`src/ltx_pkg.sv`:
```
// package: constants and types for the lin transceiver host interface
package ltx_pkg;
  localparam int CLK_HZ = 10000000;
  localparam int WAKE_DOM_US = 150;
  localparam int WAKE_CYC = (WAKE_DOM_US * (CLK_HZ / 1000000)) + 1;
  localparam logic [11:0] WAKE_CNT_MAX = 12'(WAKE_CYC);
  localparam logic [11:0] WAKE_CNT_RST = 12'h000;
  localparam logic TX_EN_RST = 1'b0;
  localparam logic PULLUP_RST = 1'b1;
  typedef enum logic [1:0] {LTX_SLEEP, LTX_STANDBY, LTX_NORMAL} ltx_mode_t;
endpackage

```
`src/ltx_sync.sv`:
```
// two flip-flop synchroniser for one pin level
`timescale 1ns/1ps
module ltx_sync (
  input wire logic clk_in,
  input wire logic arst_n_in,
  input wire logic d_in,
  output logic q_out
);
  logic meta_q;
  logic meta_d;
  logic sync_q;
  logic sync_d;
  always_comb begin
    meta_d = d_in;
    sync_d = meta_q;
  end
  always_ff @(posedge clk_in or negedge arst_n_in) begin
    if (!arst_n_in) begin
      meta_q <= 1'b1;
      sync_q <= 1'b1;
    end else begin
      meta_q <= meta_d;
      sync_q <= sync_d;
    end
  end
  assign q_out = sync_q;
endmodule

```
`src/ltx_top.sv`:
```
// lin transceiver host-side digital logic
`timescale 1ns/1ps
module ltx_top (
  input wire logic CLK_IN,
  input wire logic ARST_N_IN,
  input wire logic TX_IN,
  input wire logic BUS_IN,
  output logic BUS_OUT,
  output logic BUS_OE_OUT,
  output logic RX_OUT,
  output logic RX_OE_OUT,
  input wire logic FAULT_OR_TX_ENABLE_PIN_IN,
  output logic FAULT_OR_TX_ENABLE_PIN_OUT,
  output logic FAULT_OR_TX_ENABLE_PIN_OE_OUT,
  output logic FAULT_OR_TX_ENABLE_PIN_WEAK_OUT,
  input wire logic BUS_FAULT_IN,
  input wire logic CHIP_ENABLE_IN,
  input wire logic SLEEP_REQ_IN,
  input wire logic BUS_PULLUP_ENABLE_IN,
  output logic BUS_PULLUP_OUT,
  output ltx_pkg::ltx_mode_t MODE_OUT,
  output logic WAKE_OUT
);
  import ltx_pkg::*;
  logic tx_s;
  logic bus_s;
  logic fen_s;
  logic fault_s;
  logic ce_s;
  ltx_sync u_tx (.clk_in(CLK_IN), .arst_n_in(ARST_N_IN), .d_in(TX_IN), .q_out(tx_s));
  ltx_sync u_bus (.clk_in(CLK_IN), .arst_n_in(ARST_N_IN), .d_in(BUS_IN), .q_out(bus_s));
  ltx_sync u_fen (.clk_in(CLK_IN), .arst_n_in(ARST_N_IN),
    .d_in(FAULT_OR_TX_ENABLE_PIN_IN), .q_out(fen_s));
  ltx_sync u_flt (.clk_in(CLK_IN), .arst_n_in(ARST_N_IN), .d_in(~BUS_FAULT_IN), .q_out(fault_s));
  ltx_sync u_ce (.clk_in(CLK_IN), .arst_n_in(ARST_N_IN), .d_in(CHIP_ENABLE_IN), .q_out(ce_s));
  logic fault;
  assign fault = ~fault_s;
  ltx_mode_t mode_q;
  ltx_mode_t mode_d;
  logic [11:0] dom_q;
  logic [11:0] dom_d;
  logic armed_q;
  logic armed_d;
  logic bus_prev_q;
  logic bus_prev_d;
  logic wake_q;
  logic wake_d;
  logic tx_en_q;
  logic tx_en_d;
  logic fen_prev_q;
  logic fen_prev_d;
  logic pu_q;
  logic pu_d;
  logic rx_q;
  logic rx_d;
  logic bus_drv_q;
  logic bus_drv_d;
  always_comb begin
    mode_d = mode_q;
    dom_d = dom_q;
    armed_d = armed_q;
    bus_prev_d = bus_s;
    wake_d = 1'b0;
    pu_d = pu_q;
    case (mode_q)
      LTX_SLEEP: begin
        if (!bus_s) begin
          if (dom_q != WAKE_CNT_MAX) begin
            dom_d = dom_q + 12'h001;
          end else begin
            armed_d = 1'b1;
          end
        end else begin
          dom_d = WAKE_CNT_RST;
          if (armed_q && !bus_prev_q) begin
            wake_d = 1'b1;
            armed_d = 1'b0;
            mode_d = LTX_STANDBY;
          end
        end
      end
      LTX_STANDBY: begin
        dom_d = WAKE_CNT_RST;
        armed_d = 1'b0;
        pu_d = BUS_PULLUP_ENABLE_IN;
        if (ce_s) begin
          mode_d = LTX_NORMAL;
        end else if (SLEEP_REQ_IN) begin
          mode_d = LTX_SLEEP;
        end
      end
      LTX_NORMAL: begin
        if (!ce_s) begin
          mode_d = LTX_STANDBY;
        end
      end
      default: begin
        mode_d = LTX_STANDBY;
      end
    endcase
  end
  always_ff @(posedge CLK_IN or negedge ARST_N_IN) begin
    if (!ARST_N_IN) begin
      mode_q <= LTX_STANDBY;
      dom_q <= WAKE_CNT_RST;
      armed_q <= 1'b0;
      bus_prev_q <= 1'b1;
      wake_q <= 1'b0;
      pu_q <= PULLUP_RST;
    end else begin
      mode_q <= mode_d;
      dom_q <= dom_d;
      armed_q <= armed_d;
      bus_prev_q <= bus_prev_d;
      wake_q <= wake_d;
      pu_q <= pu_d;
    end
  end
  always_comb begin
    fen_prev_d = fen_s;
    tx_en_d = tx_en_q;
    // latch enable on rising pin edge in normal mode without fault
    if (fault || mode_q != LTX_NORMAL) begin
      tx_en_d = 1'b0;
    end else if (fen_s && !fen_prev_q) begin
      tx_en_d = 1'b1;
    end
    rx_d = bus_s;
    bus_drv_d = tx_en_d & ~tx_s & ~fault;
  end
  always_ff @(posedge CLK_IN or negedge ARST_N_IN) begin
    if (!ARST_N_IN) begin
      tx_en_q <= TX_EN_RST;
      fen_prev_q <= 1'b1;
      rx_q <= 1'b1;
      bus_drv_q <= 1'b0;
    end else begin
      tx_en_q <= tx_en_d;
      fen_prev_q <= fen_prev_d;
      rx_q <= rx_d;
      bus_drv_q <= bus_drv_d;
    end
  end
  assign BUS_OUT = 1'b0;
  assign BUS_OE_OUT = bus_drv_q;
  assign RX_OUT = 1'b0;
  assign RX_OE_OUT = ~rx_q;
  // weak drive: low on fault, high once enabled
  assign FAULT_OR_TX_ENABLE_PIN_OUT = tx_en_q & ~fault;
  assign FAULT_OR_TX_ENABLE_PIN_OE_OUT = fault | tx_en_q;
  assign FAULT_OR_TX_ENABLE_PIN_WEAK_OUT = 1'b1;
  assign BUS_PULLUP_OUT = (mode_q == LTX_NORMAL) ? 1'b1 : ((mode_q == LTX_SLEEP) ? 1'b0 : pu_q);
  assign MODE_OUT = mode_q;
  assign WAKE_OUT = wake_q;

  // rx follows bus one cycle later
  chk_rx_follow: assert property (@(posedge CLK_IN) disable iff (!ARST_N_IN)
    RX_OE_OUT == !$past(bus_s)) else $error("rx does not follow bus");
  chk_rx_open: assert property (@(posedge CLK_IN) disable iff (!ARST_N_IN)
    !RX_OUT && !BUS_OUT) else $error("open-drain output driven high");
  chk_no_tx_unen: assert property (@(posedge CLK_IN) disable iff (!ARST_N_IN)
    BUS_OE_OUT |-> $past(tx_en_d)) else $error("bus driven while disabled");
  chk_tx_recess: assert property (@(posedge CLK_IN) disable iff (!ARST_N_IN)
    $past(tx_s) |-> !BUS_OE_OUT) else $error("bus driven with tx high");
  chk_fault_low: assert property (@(posedge CLK_IN) disable iff (!ARST_N_IN)
    fault |-> FAULT_OR_TX_ENABLE_PIN_OE_OUT && !FAULT_OR_TX_ENABLE_PIN_OUT) else $error("fault not shown");
  chk_en_latch: assert property (@(posedge CLK_IN) disable iff (!ARST_N_IN)
    (fen_s && !fen_prev_q && !fault && mode_q == LTX_NORMAL) |=> tx_en_q) else $error("enable not latched");
  chk_pin_enabled: assert property (@(posedge CLK_IN) disable iff (!ARST_N_IN)
    (tx_en_q && !fault) |-> FAULT_OR_TX_ENABLE_PIN_OE_OUT && FAULT_OR_TX_ENABLE_PIN_OUT)
    else $error("enabled pin not high");
  // fault or mode exit clears enable
  chk_en_clear: assert property (@(posedge CLK_IN) disable iff (!ARST_N_IN)
    (fault || mode_q != LTX_NORMAL) |=> !tx_en_q) else $error("enable kept");
  chk_pu_sleep: assert property (@(posedge CLK_IN) disable iff (!ARST_N_IN)
    mode_q == LTX_SLEEP |-> !BUS_PULLUP_OUT) else $error("pull-up on in sleep");
  chk_pu_norm: assert property (@(posedge CLK_IN) disable iff (!ARST_N_IN)
    mode_q == LTX_NORMAL |-> BUS_PULLUP_OUT) else $error("pull-up off in normal");
  chk_pu_hold: assert property (@(posedge CLK_IN) disable iff (!ARST_N_IN)
    mode_q != LTX_STANDBY |=> pu_q == $past(pu_q)) else $error("pull-up setting changed");
  chk_wake_arm: assert property (@(posedge CLK_IN) disable iff (!ARST_N_IN)
    $rose(WAKE_OUT) |-> $past(armed_q, 2)) else $error("wake without long dominant");
  chk_wake_mode: assert property (@(posedge CLK_IN) disable iff (!ARST_N_IN)
    WAKE_OUT |-> $past(mode_q) == LTX_SLEEP && mode_q == LTX_STANDBY) else $error("wake outside sleep");
  chk_wake_asleep: assert property (@(posedge CLK_IN) disable iff (!ARST_N_IN)
    mode_q != LTX_SLEEP |=> !WAKE_OUT) else $error("wake while awake");
  chk_weak: assert property (@(posedge CLK_IN) disable iff (!ARST_N_IN)
    FAULT_OR_TX_ENABLE_PIN_OE_OUT |-> FAULT_OR_TX_ENABLE_PIN_WEAK_OUT) else $error("strong drive");
  cov_wake: cover property (@(posedge CLK_IN) disable iff (!ARST_N_IN) WAKE_OUT);
  cov_tx: cover property (@(posedge CLK_IN) disable iff (!ARST_N_IN) BUS_OE_OUT);
  cov_fault: cover property (@(posedge CLK_IN) disable iff (!ARST_N_IN) tx_en_q ##1 fault);
  cov_enable: cover property (@(posedge CLK_IN) disable iff (!ARST_N_IN) $rose(tx_en_q));
  cov_sleep: cover property (@(posedge CLK_IN) disable iff (!ARST_N_IN) mode_q == LTX_SLEEP ##1 mode_q == LTX_STANDBY);
endmodule

```
`config.mk`:
```
export PLATFORM = sky130hd
export DESIGN_NAME = ltx_top
export DESIGN_NICKNAME = d
export VERILOG_FILES = /design/src/ltx_pkg.sv /design/src/ltx_sync.sv /design/src/ltx_top.sv
export SDC_FILE = /design/constraint.sdc
export NUM_CORES = 1
export LEC_CHECK = 0
export ABC_AREA = 0
export ABC_CLOCK_PERIOD_IN_PS = 2600
export BUFFER_PORTS_ARGS = -buffer_cell sky130_fd_sc_hd__buf_2
export CAP_MARGIN = 20
export CORE_ASPECT_RATIO = 1.25
export CORE_UTILIZATION = 59
export CTS_CLUSTER_SIZE = 20
export DETAILED_ROUTE_END_ITERATION = 8
export GPL_TIMING_DRIVEN = 0
export PLACE_DENSITY = 0.84
export SYNTH_ARGS = -nofsm -noshare
export SYNTH_HDL_FRONTEND = slang
export SYNTH_SLANG_ARGS = --single-unit
```
`constraint.sdc`:
```
create_clock -name CLK_IN -period 2.6 [get_ports CLK_IN]
set_input_delay 0.78 -clock CLK_IN [delete_from_list [all_inputs] [get_ports CLK_IN]]
set_output_delay 0.78 -clock CLK_IN [all_outputs]
set_load 0.05 [all_outputs]
```
==> summary.txt, run 1 <==
Worst hold path
  • HP Class: register to register

Timing
  • Clk_skew: approximately 7.0 ps
  • RSZ-0062 raised after global routing: no
  • Final worst slack: 167.3 ps
  • Peak Freq: roughly 410 MHz
  • Final setup viols: 0
  • Final hold vios: 0
  • Slew margin rel.: 0.5734
  • Crit path time final: ~2400 ps
  • TNS Setup: 0 ps
  • Final Max Tran Viols: 0
  • Worst-margin pin slew: roughly 640 ps
  • Tcrit/Tclk final: 0.9356

Critical path
  • Crit. End Element: output pin
  • Crit start category: register
  • Critical Path RT: between 1500 and 2000 ps
  • Worst Path Arrival: about 1700 ps
  • CP max FO: 9
  • WS Path Type: register to output pin

Global route
  • Via count of the first global-routing pass: between 800 and 900
  • Gr usage total: 0.2248
  • Largest net degree at the start of global routing: 32
  • Antenna violations before repair: 0
  • First-pass GRT wire length: between 3 and 4 mm
  • Total gr overflow: 0

Clock tree
  • Cts bufs inserted: 5
  • Post-CTS Setup Bufs: 0
  • Number of gates resized after CTS: 0
  • Clock slew at reported path FFs: roughly 90 ps
  • H-tree depth: 2
  • CTS tree: built
  • Clk buf depth: 2
  • CTS root buf: clkbuf_4
  • Worst skew pair latency: 330 ps
  • Post-cts hold buffer count: 0
  • CTS sink count: 31

Layout
  • Flip-flop count of the largest register after layout: 12
  • ANT cells: 0
  • Fin util: 0.6979
  • Largest Register: dom_q
  • Nets: about 160
  • Area Growth Syn to Fin: 13.07%
  • Layout cells sized above 1: 0.3103

Die
  • # IOs: 20
  • Rows: 19
  • Die ar.: around 2500 um2
  • Die height: 55.48 um
  • Chip width: between 40 and 50 um
  • Starting density of the core: 0.6173
  • Core ar.: about 2200 um2

Run status
  • Status: finished, final reports clean

Pwr
  • Final total power: between 0.0008 and 0.0009 W
  • Pleak: approximately 0.69 nW
  • Pwr per Cell Area: ~550 nW/um2
  • Peak supply drop: 0.0004670 V

Route
  • DR pass1 iterations: 4
  • Vias/cell: 5.386
  • WL per Instance: ~13 um
  • Initial drt markers: 11
  • Post-DRT Antenna Nets: 0
  • Drt drc: 0
  • Detailed-route via count: about 950
  • Drt total wl: 2.362 mm

Logic synthesis
  • Synth Cell Area: ~1400 um2
  • Ys async rst share: 1.000
  • Synth area leader: dfrtp_1
  • Share of the synthesized area in the top cell type: 0.3151
  • Number of synthesized register bits: 31
  • Synth Warn #: 0
  • Post-Synthesis Cells: 120
  • Sequential area share after synthesis: 0.5876
  • Post-synth EDFFs: 0
  • Primary FF master, synth: dfrtp_1
  • Area contributors post-synth: dfrtp_1 32%, dfstp_2 27%, or3_1 2.8%
  • Syn Area/Cell: 11.25 um2
  • Number of distinct library cells after synthesis: 37

Placement
  • Dpl ws: around 540 ps
  • Post-DP HPWL: around 1.7 mm
  • Count of input and output buffers: 16
  • Final GP Congestion: 0.8481

Job
  • Max-Cap Viols: 0
## critical path, stage by stage, from the launching register on
cell,delay [ps]
dfstp_2,540
clkbuf_1,310
nand2b_1,210
nand2_1,60
buf_2,210
## metrics by stage
step	instance area [um2]	instances	hold slack, ps
2_1_floorplan	1354	121	345.2
3_3_place_gp	1473	168	346.1
3_5_place_dp	1473	168	347.8
4_1_cts	1526	176	362.9
5_1_grt	1526	176	362.9
6_report	1526	176	360.2
## path summary, 6_finish.rpt
path / startpoint / endpoint / slack, ps / cells after the start
worst max-delay path: MODE_OUT[0]$_DFFE_PN1P_ / BUS_PULLUP_OUT / 170 / 4
worst min-delay path: u_flt.meta_q$_DFF_PN1_ / u_flt.q_out$_DFF_PN1_ / 360 / 0
worst max register to register: dom_q[1]$_DFFE_PN0P_ / dom_q[3]$_DFFE_PN0P_ / 700 / 6
worst min register to register: u_flt.meta_q$_DFF_PN1_ / u_flt.q_out$_DFF_PN1_ / 360 / 0
max in group asynchronous: ARST_N_IN / dom_q[5]$_DFFE_PN0P_ / 1730 / 1
min in group asynchronous: ARST_N_IN / dom_q[8]$_DFFE_PN0P_ / 460 / 1
## cell usage in the layout, fill, tap and decap left out, types with 2 or more instances in the layout
cell type / synthesis / routed
and3_1: 3 / 3
buf_4: 3 / 3
conb_1: 2 / 3
xor2_1: 2 / 2
or3_1: 6 / 6
o21ai_0: 5 / 5
nor3_1: 3 / 3
clkbuf_1: 2 / 3
nand2_1: 6 / 6
dfrtp_1: 17 / 17
ha_1: 2 / 2
nor2_1: 8 / 8
nand4_1: 4 / 4
a21oi_1: 6 / 6
a31oi_1: 2 / 2
xnor2_1: 2 / 2
nor4b_1: 2 / 2
and2_1: 2 / 2
nand3_1: 4 / 4
dfstp_2: 14 / 14
clkbuf_4: 0 / 5
buf_2: 0 / 16
inv_1: 5 / 5
nand2b_1: 5 / 5
## power breakdown
group / switching [W] / leakage [nW] / internal, W
Sequential: 0.0000102 / 0.382 / 0.000504
Clock: 0.000163 / 0.0282 / 0.000104
Combinational: 0.0000394 / 0.277 / 0.0000204
## kinds of logic after synthesis
family | count (synthesis) | share of synthesized area
muxes | 1 | 0.008340
adders and majority gates | 2 | 0.01853
buffers and inverters | 10 | 0.03615
and+or+nand+nor | 51 | 0.2308
other | 2 | 0.005563
DFF | 31 | 0.5876
xor gates and xnor gates | 4 | 0.02595
AOI/OAI and AO/OA | 19 | 0.08712
## layer usage
layer,global-route usage,part of all wire,up-vias
met5,0,0,-
met4,0.1299,0.025,0
met3,0.07843,0.031,5
met2,0.3718,0.52,14
met1,0.2377,0.42,467
li1,-,-,462
## Yosys cell counts, types with 3 or more instances
cell / n
o21ai_0: 5
nand2_1: 6
nand3_1: 4
a21oi_1: 6
nor3_1: 3
nand2b_1: 5
buf_4: 3
inv_1: 5
or3_1: 6
nor2_1: 8
dfstp_2: 14
dfrtp_1: 17
nand4_1: 4
and3_1: 3
## area by class of cell
| type | instances | area, um2 |
|---|---|---|
| clock buffer | 6 | 41.29 |
| buffer | 5 | 30.03 |
| timing repair buffer | 16 | 80.08 |
| clock inverter | 2 | 12.51 |
| tap | 31 | 38.79 |
| inverter | 5 | 18.77 |
| fill | 192 | 660.6 |
| multi-input combinational | 80 | 511.7 |
| sequential | 31 | 793.3 |
Power figures use the tool's default switching activity.
==> run 2: changes to the inputs <==
ABC_AREA = 1   (was 0)
CORE_UTILIZATION = 60   (was 59)
CTS_CLUSTER_DIAMETER = 40   (was not set)
PLACE_DENSITY = 0.85   (was 0.84)
==> run 2 against run 1 <==
Against the previous run:
- routed wire length up 29%
- cell area up 9.3%
- combinational power rose to 6.8 times the previous value
- final cell count up 31%
- via count up 34%
- clock skew about the same
- hold slack worse by 10 ps
- sequential power up 18%
- power up 55%
- setup slack better by 240 ps
- core utilization up 4.1 points
- clock-buffer cell count up 1
- critical endpoint unchanged
==> summary.txt, run 2 <==
Run status
  • Status: finished, final reports clean

Clock tree
  • CTS sink count: 31
  • Post-cts hold buffer count: 0
  • Post-CTS Setup Bufs: 0
  • CTS tree: built
  • Clk buf depth: 2
  • CTS root buf: clkbuf_4
  • Worst skew pair latency: approximately 340 ps
  • Clock slew at reported path FFs: 100 ps
  • H-tree depth: 2
  • Number of gates resized after CTS: 0
  • Cts bufs inserted: 5

Logic synthesis
  • Most frequent cell after synthesis: nand2_1
  • Synth area leader: dfrtp_1
  • Syn Area/Cell: about 8.5 um2
  • Sequential area share after synthesis: 0.5341
  • Synth Cell Area: approximately 1500 um2
  • Number of distinct library cells after synthesis: 31
  • Synth Warn #: 0
  • Area contributors post-synth: dfrtp_1 29%, dfstp_2 25%, nand2_1 11%
  • Share of the synthesized area in the top cell type: 0.2864
  • Top post-synthesis cells by count: 43 x nand2_1, 19 x inv_1, 17 x dfrtp_1, 17 x nor2_1, 14 x dfstp_2
  • Post-Synthesis Cells: between 150 and 200
  • Ys async rst share: 1.000
  • Number of synthesized register bits: 31
  • Post-synth EDFFs: 0
  • Primary FF master, synth: dfrtp_1

Layout
  • Final Cell Area: approximately 1700 um2
  • ANT cells: 0
  • Flip-flop count of the largest register after layout: 12
  • Commonest non-fill, non-tap cell in the layout: nand2_1
  • Nets: 210
  • Most frequent cells in the layout: 43 x nand2_1, 19 x inv_1, 17 x dfrtp_1, 17 x nor2_1, 16 x buf_2
  • Fill count: around 180
  • Fin util: 0.7385
  • Area Growth Syn to Fin: 12.30%
  • Layout cells sized above 1: 0.2550
  • Largest Register: dom_q

Critical path
  • Worst r2r dst: dom_q[3]$_DFFE_PN0P_
  • Reg2reg path depth: 8
  • Crit. End Element: output pin
  • Critical Path RT: 1820 ps
  • R2r startpoint: u_bus.q_out$_DFF_PN1_
  • CP max FO: 5
  • WS Path Type: register to output pin
  • Crit start category: register
  • FF-to-FF setup slack: 1010 ps
  • Worst Path Arrival: ~1400 ps

Timing
  • RSZ-0062 raised after global routing: no
  • TNS Setup: 0 ps
  • Final worst slack: 411.6 ps
  • Crit path time final: 2188 ps
  • Worst-margin pin slew: roughly 640 ps
  • Tcrit/Tclk final: 0.8417
  • Clk_skew: ~7.4 ps
  • Hold WS: approximately 350 ps
  • Final hold vios: 0
  • Final setup viols: 0
  • Slew margin rel.: 0.5747
  • Final Max Tran Viols: 0
  • Peak Freq: 456.9 MHz

Placement
  • Final GP Congestion: a little over 0.9
  • Count of input and output buffers: 16
  • Post-DP HPWL: around 2.2 mm
  • Dpl ws: between 700 and 800 ps
  • DP Area: 1608 um2

Route
  • WL per Instance: around 13 um
  • Vias/cell: 5.515
  • DR pass1 iterations: 5
  • Post-DRT Antenna Nets: 0
  • Detailed-route via count: 1274
  • Initial drt markers: 62
  • Drt drc: 0
  • Drt total wl: around 3.0 mm

Die
  • Die height: a little under 60 um
  • Core ar.: roughly 2300 um2
  • Starting density of the core: 0.6576
  • # IOs: 20
  • Rows: 19
  • Chip width: between 40 and 50 um
  • Die ar.: ~2700 um2

Job
  • Max-Cap Viols: 0

Worst hold path
  • Hold depth: 0
  • HP Start: u_tx.meta_q$_DFF_PN1_
  • Hold Path Sink: u_tx.q_out$_DFF_PN1_
  • HP Class: register to register

Pwr
  • Pleak: between 0.8 and 0.9 nW
  • Peak supply drop: about 0.0005 V
  • Pwr per Cell Area: between 700 and 800 nW/um2

Global route
  • Via count of the first global-routing pass: approximately 1200
  • Total gr overflow: 0
  • First-pass GRT wire length: about 5.2 mm
  • Gr usage total: 0.2724
  • Antenna violations before repair: 0
  • Largest net degree at the start of global routing: 32
==> run 2: cell count changes after synthesis, moves of 4 or more <==
cell	previous run	this run
nand2_1	6	43
or3_1	6	0
nand3_1	4	13
inv_1	5	19
nor2_1	8	17
nand2b_1	5	0
o21ai_1	1	7
o21ai_0	5	1
==> run 2: area by class of cell <==
class | count | area, um2 | share of cell area
multi-input combinational | 118 | 575.6 | 0.3451
clock inverter | 1 | 5.005 | 0.003001
sequential | 31 | 793.3 | 0.4756
buffer | 4 | 33.78 | 0.02026
clock buffer | 7 | 55.05 | 0.03301
timing repair buffer | 16 | 80.08 | 0.04801
inverter | 23 | 86.33 | 0.05176
tap | 31 | 38.79 | 0.02326
==> run 2: logic make-up after synthesis <==
family,share of synthesized area
adders and majority gates,0.01685
other,0.005057
xor gates and xnor gates,0.01180
buffers and inverters,0.08087
DFF,0.5341
and+or+nand+nor,0.2856
AOI/OAI and AO/OA,0.06572
==> run 2: metal layers <==
metal	vias up	global-route usage	part of all wire
met4	0	0.1345	0.016
met1	588	0.3122	0.40
met3	10	0.08100	0.067
met2	64	0.4464	0.51
met5	-	0	0
li1	612	-	-
==> run 2: worst max-delay path by stage <==
| stage | from | endpoint | slack, ps | cells past startpoint |
|---|---|---|---|---|
| after floorplan | MODE_OUT[1]$_DFFE_PN0P_ | BUS_PULLUP_OUT | 560 | 2 |
| after global placement | u_flt.q_out$_DFF_PN1_ | FAULT_OR_TX_ENABLE_PIN_OE_OUT | 800 | 3 |
| after detailed placement | u_flt.q_out$_DFF_PN1_ | FAULT_OR_TX_ENABLE_PIN_OE_OUT | 780 | 3 |
| after CTS | MODE_OUT[0]$_DFFE_PN1P_ | BUS_PULLUP_OUT | 410 | 4 |
| after global routing | u_flt.q_out$_DFF_PN1_ | FAULT_OR_TX_ENABLE_PIN_OE_OUT | 350 | 3 |
| final | MODE_OUT[0]$_DFFE_PN1P_ | BUS_PULLUP_OUT | 410 | 4 |
==> run 2: per-stage QoR <==
stage / std cells / total power, W
floorplan: 176 / 0.0009031
global placement: 223 / 0.0009878
detailed placement: 223 / 0.001017
CTS: 231 / 0.001306
global route: 231 / 0.001380
finish: 231 / 0.001308
==> run 2: worst max-delay path, stage by stage (launching register included) <==
cell and delay [ps]:
dfstp_2 590, inv_1 60, nand2_1 140, nand2_1 70
buf_2 210
==> run 2: report_power, final <==
group	internal, W	leakage (nW)	total [W]	switching, W
registers	0.000552	0.381	0.000609	0.0000572
logic	0.000107	0.394	0.000404	0.000296
clock network	0.000131	0.0353	0.000295	0.000164
total	0.000790	0.811	0.00131	0.000518
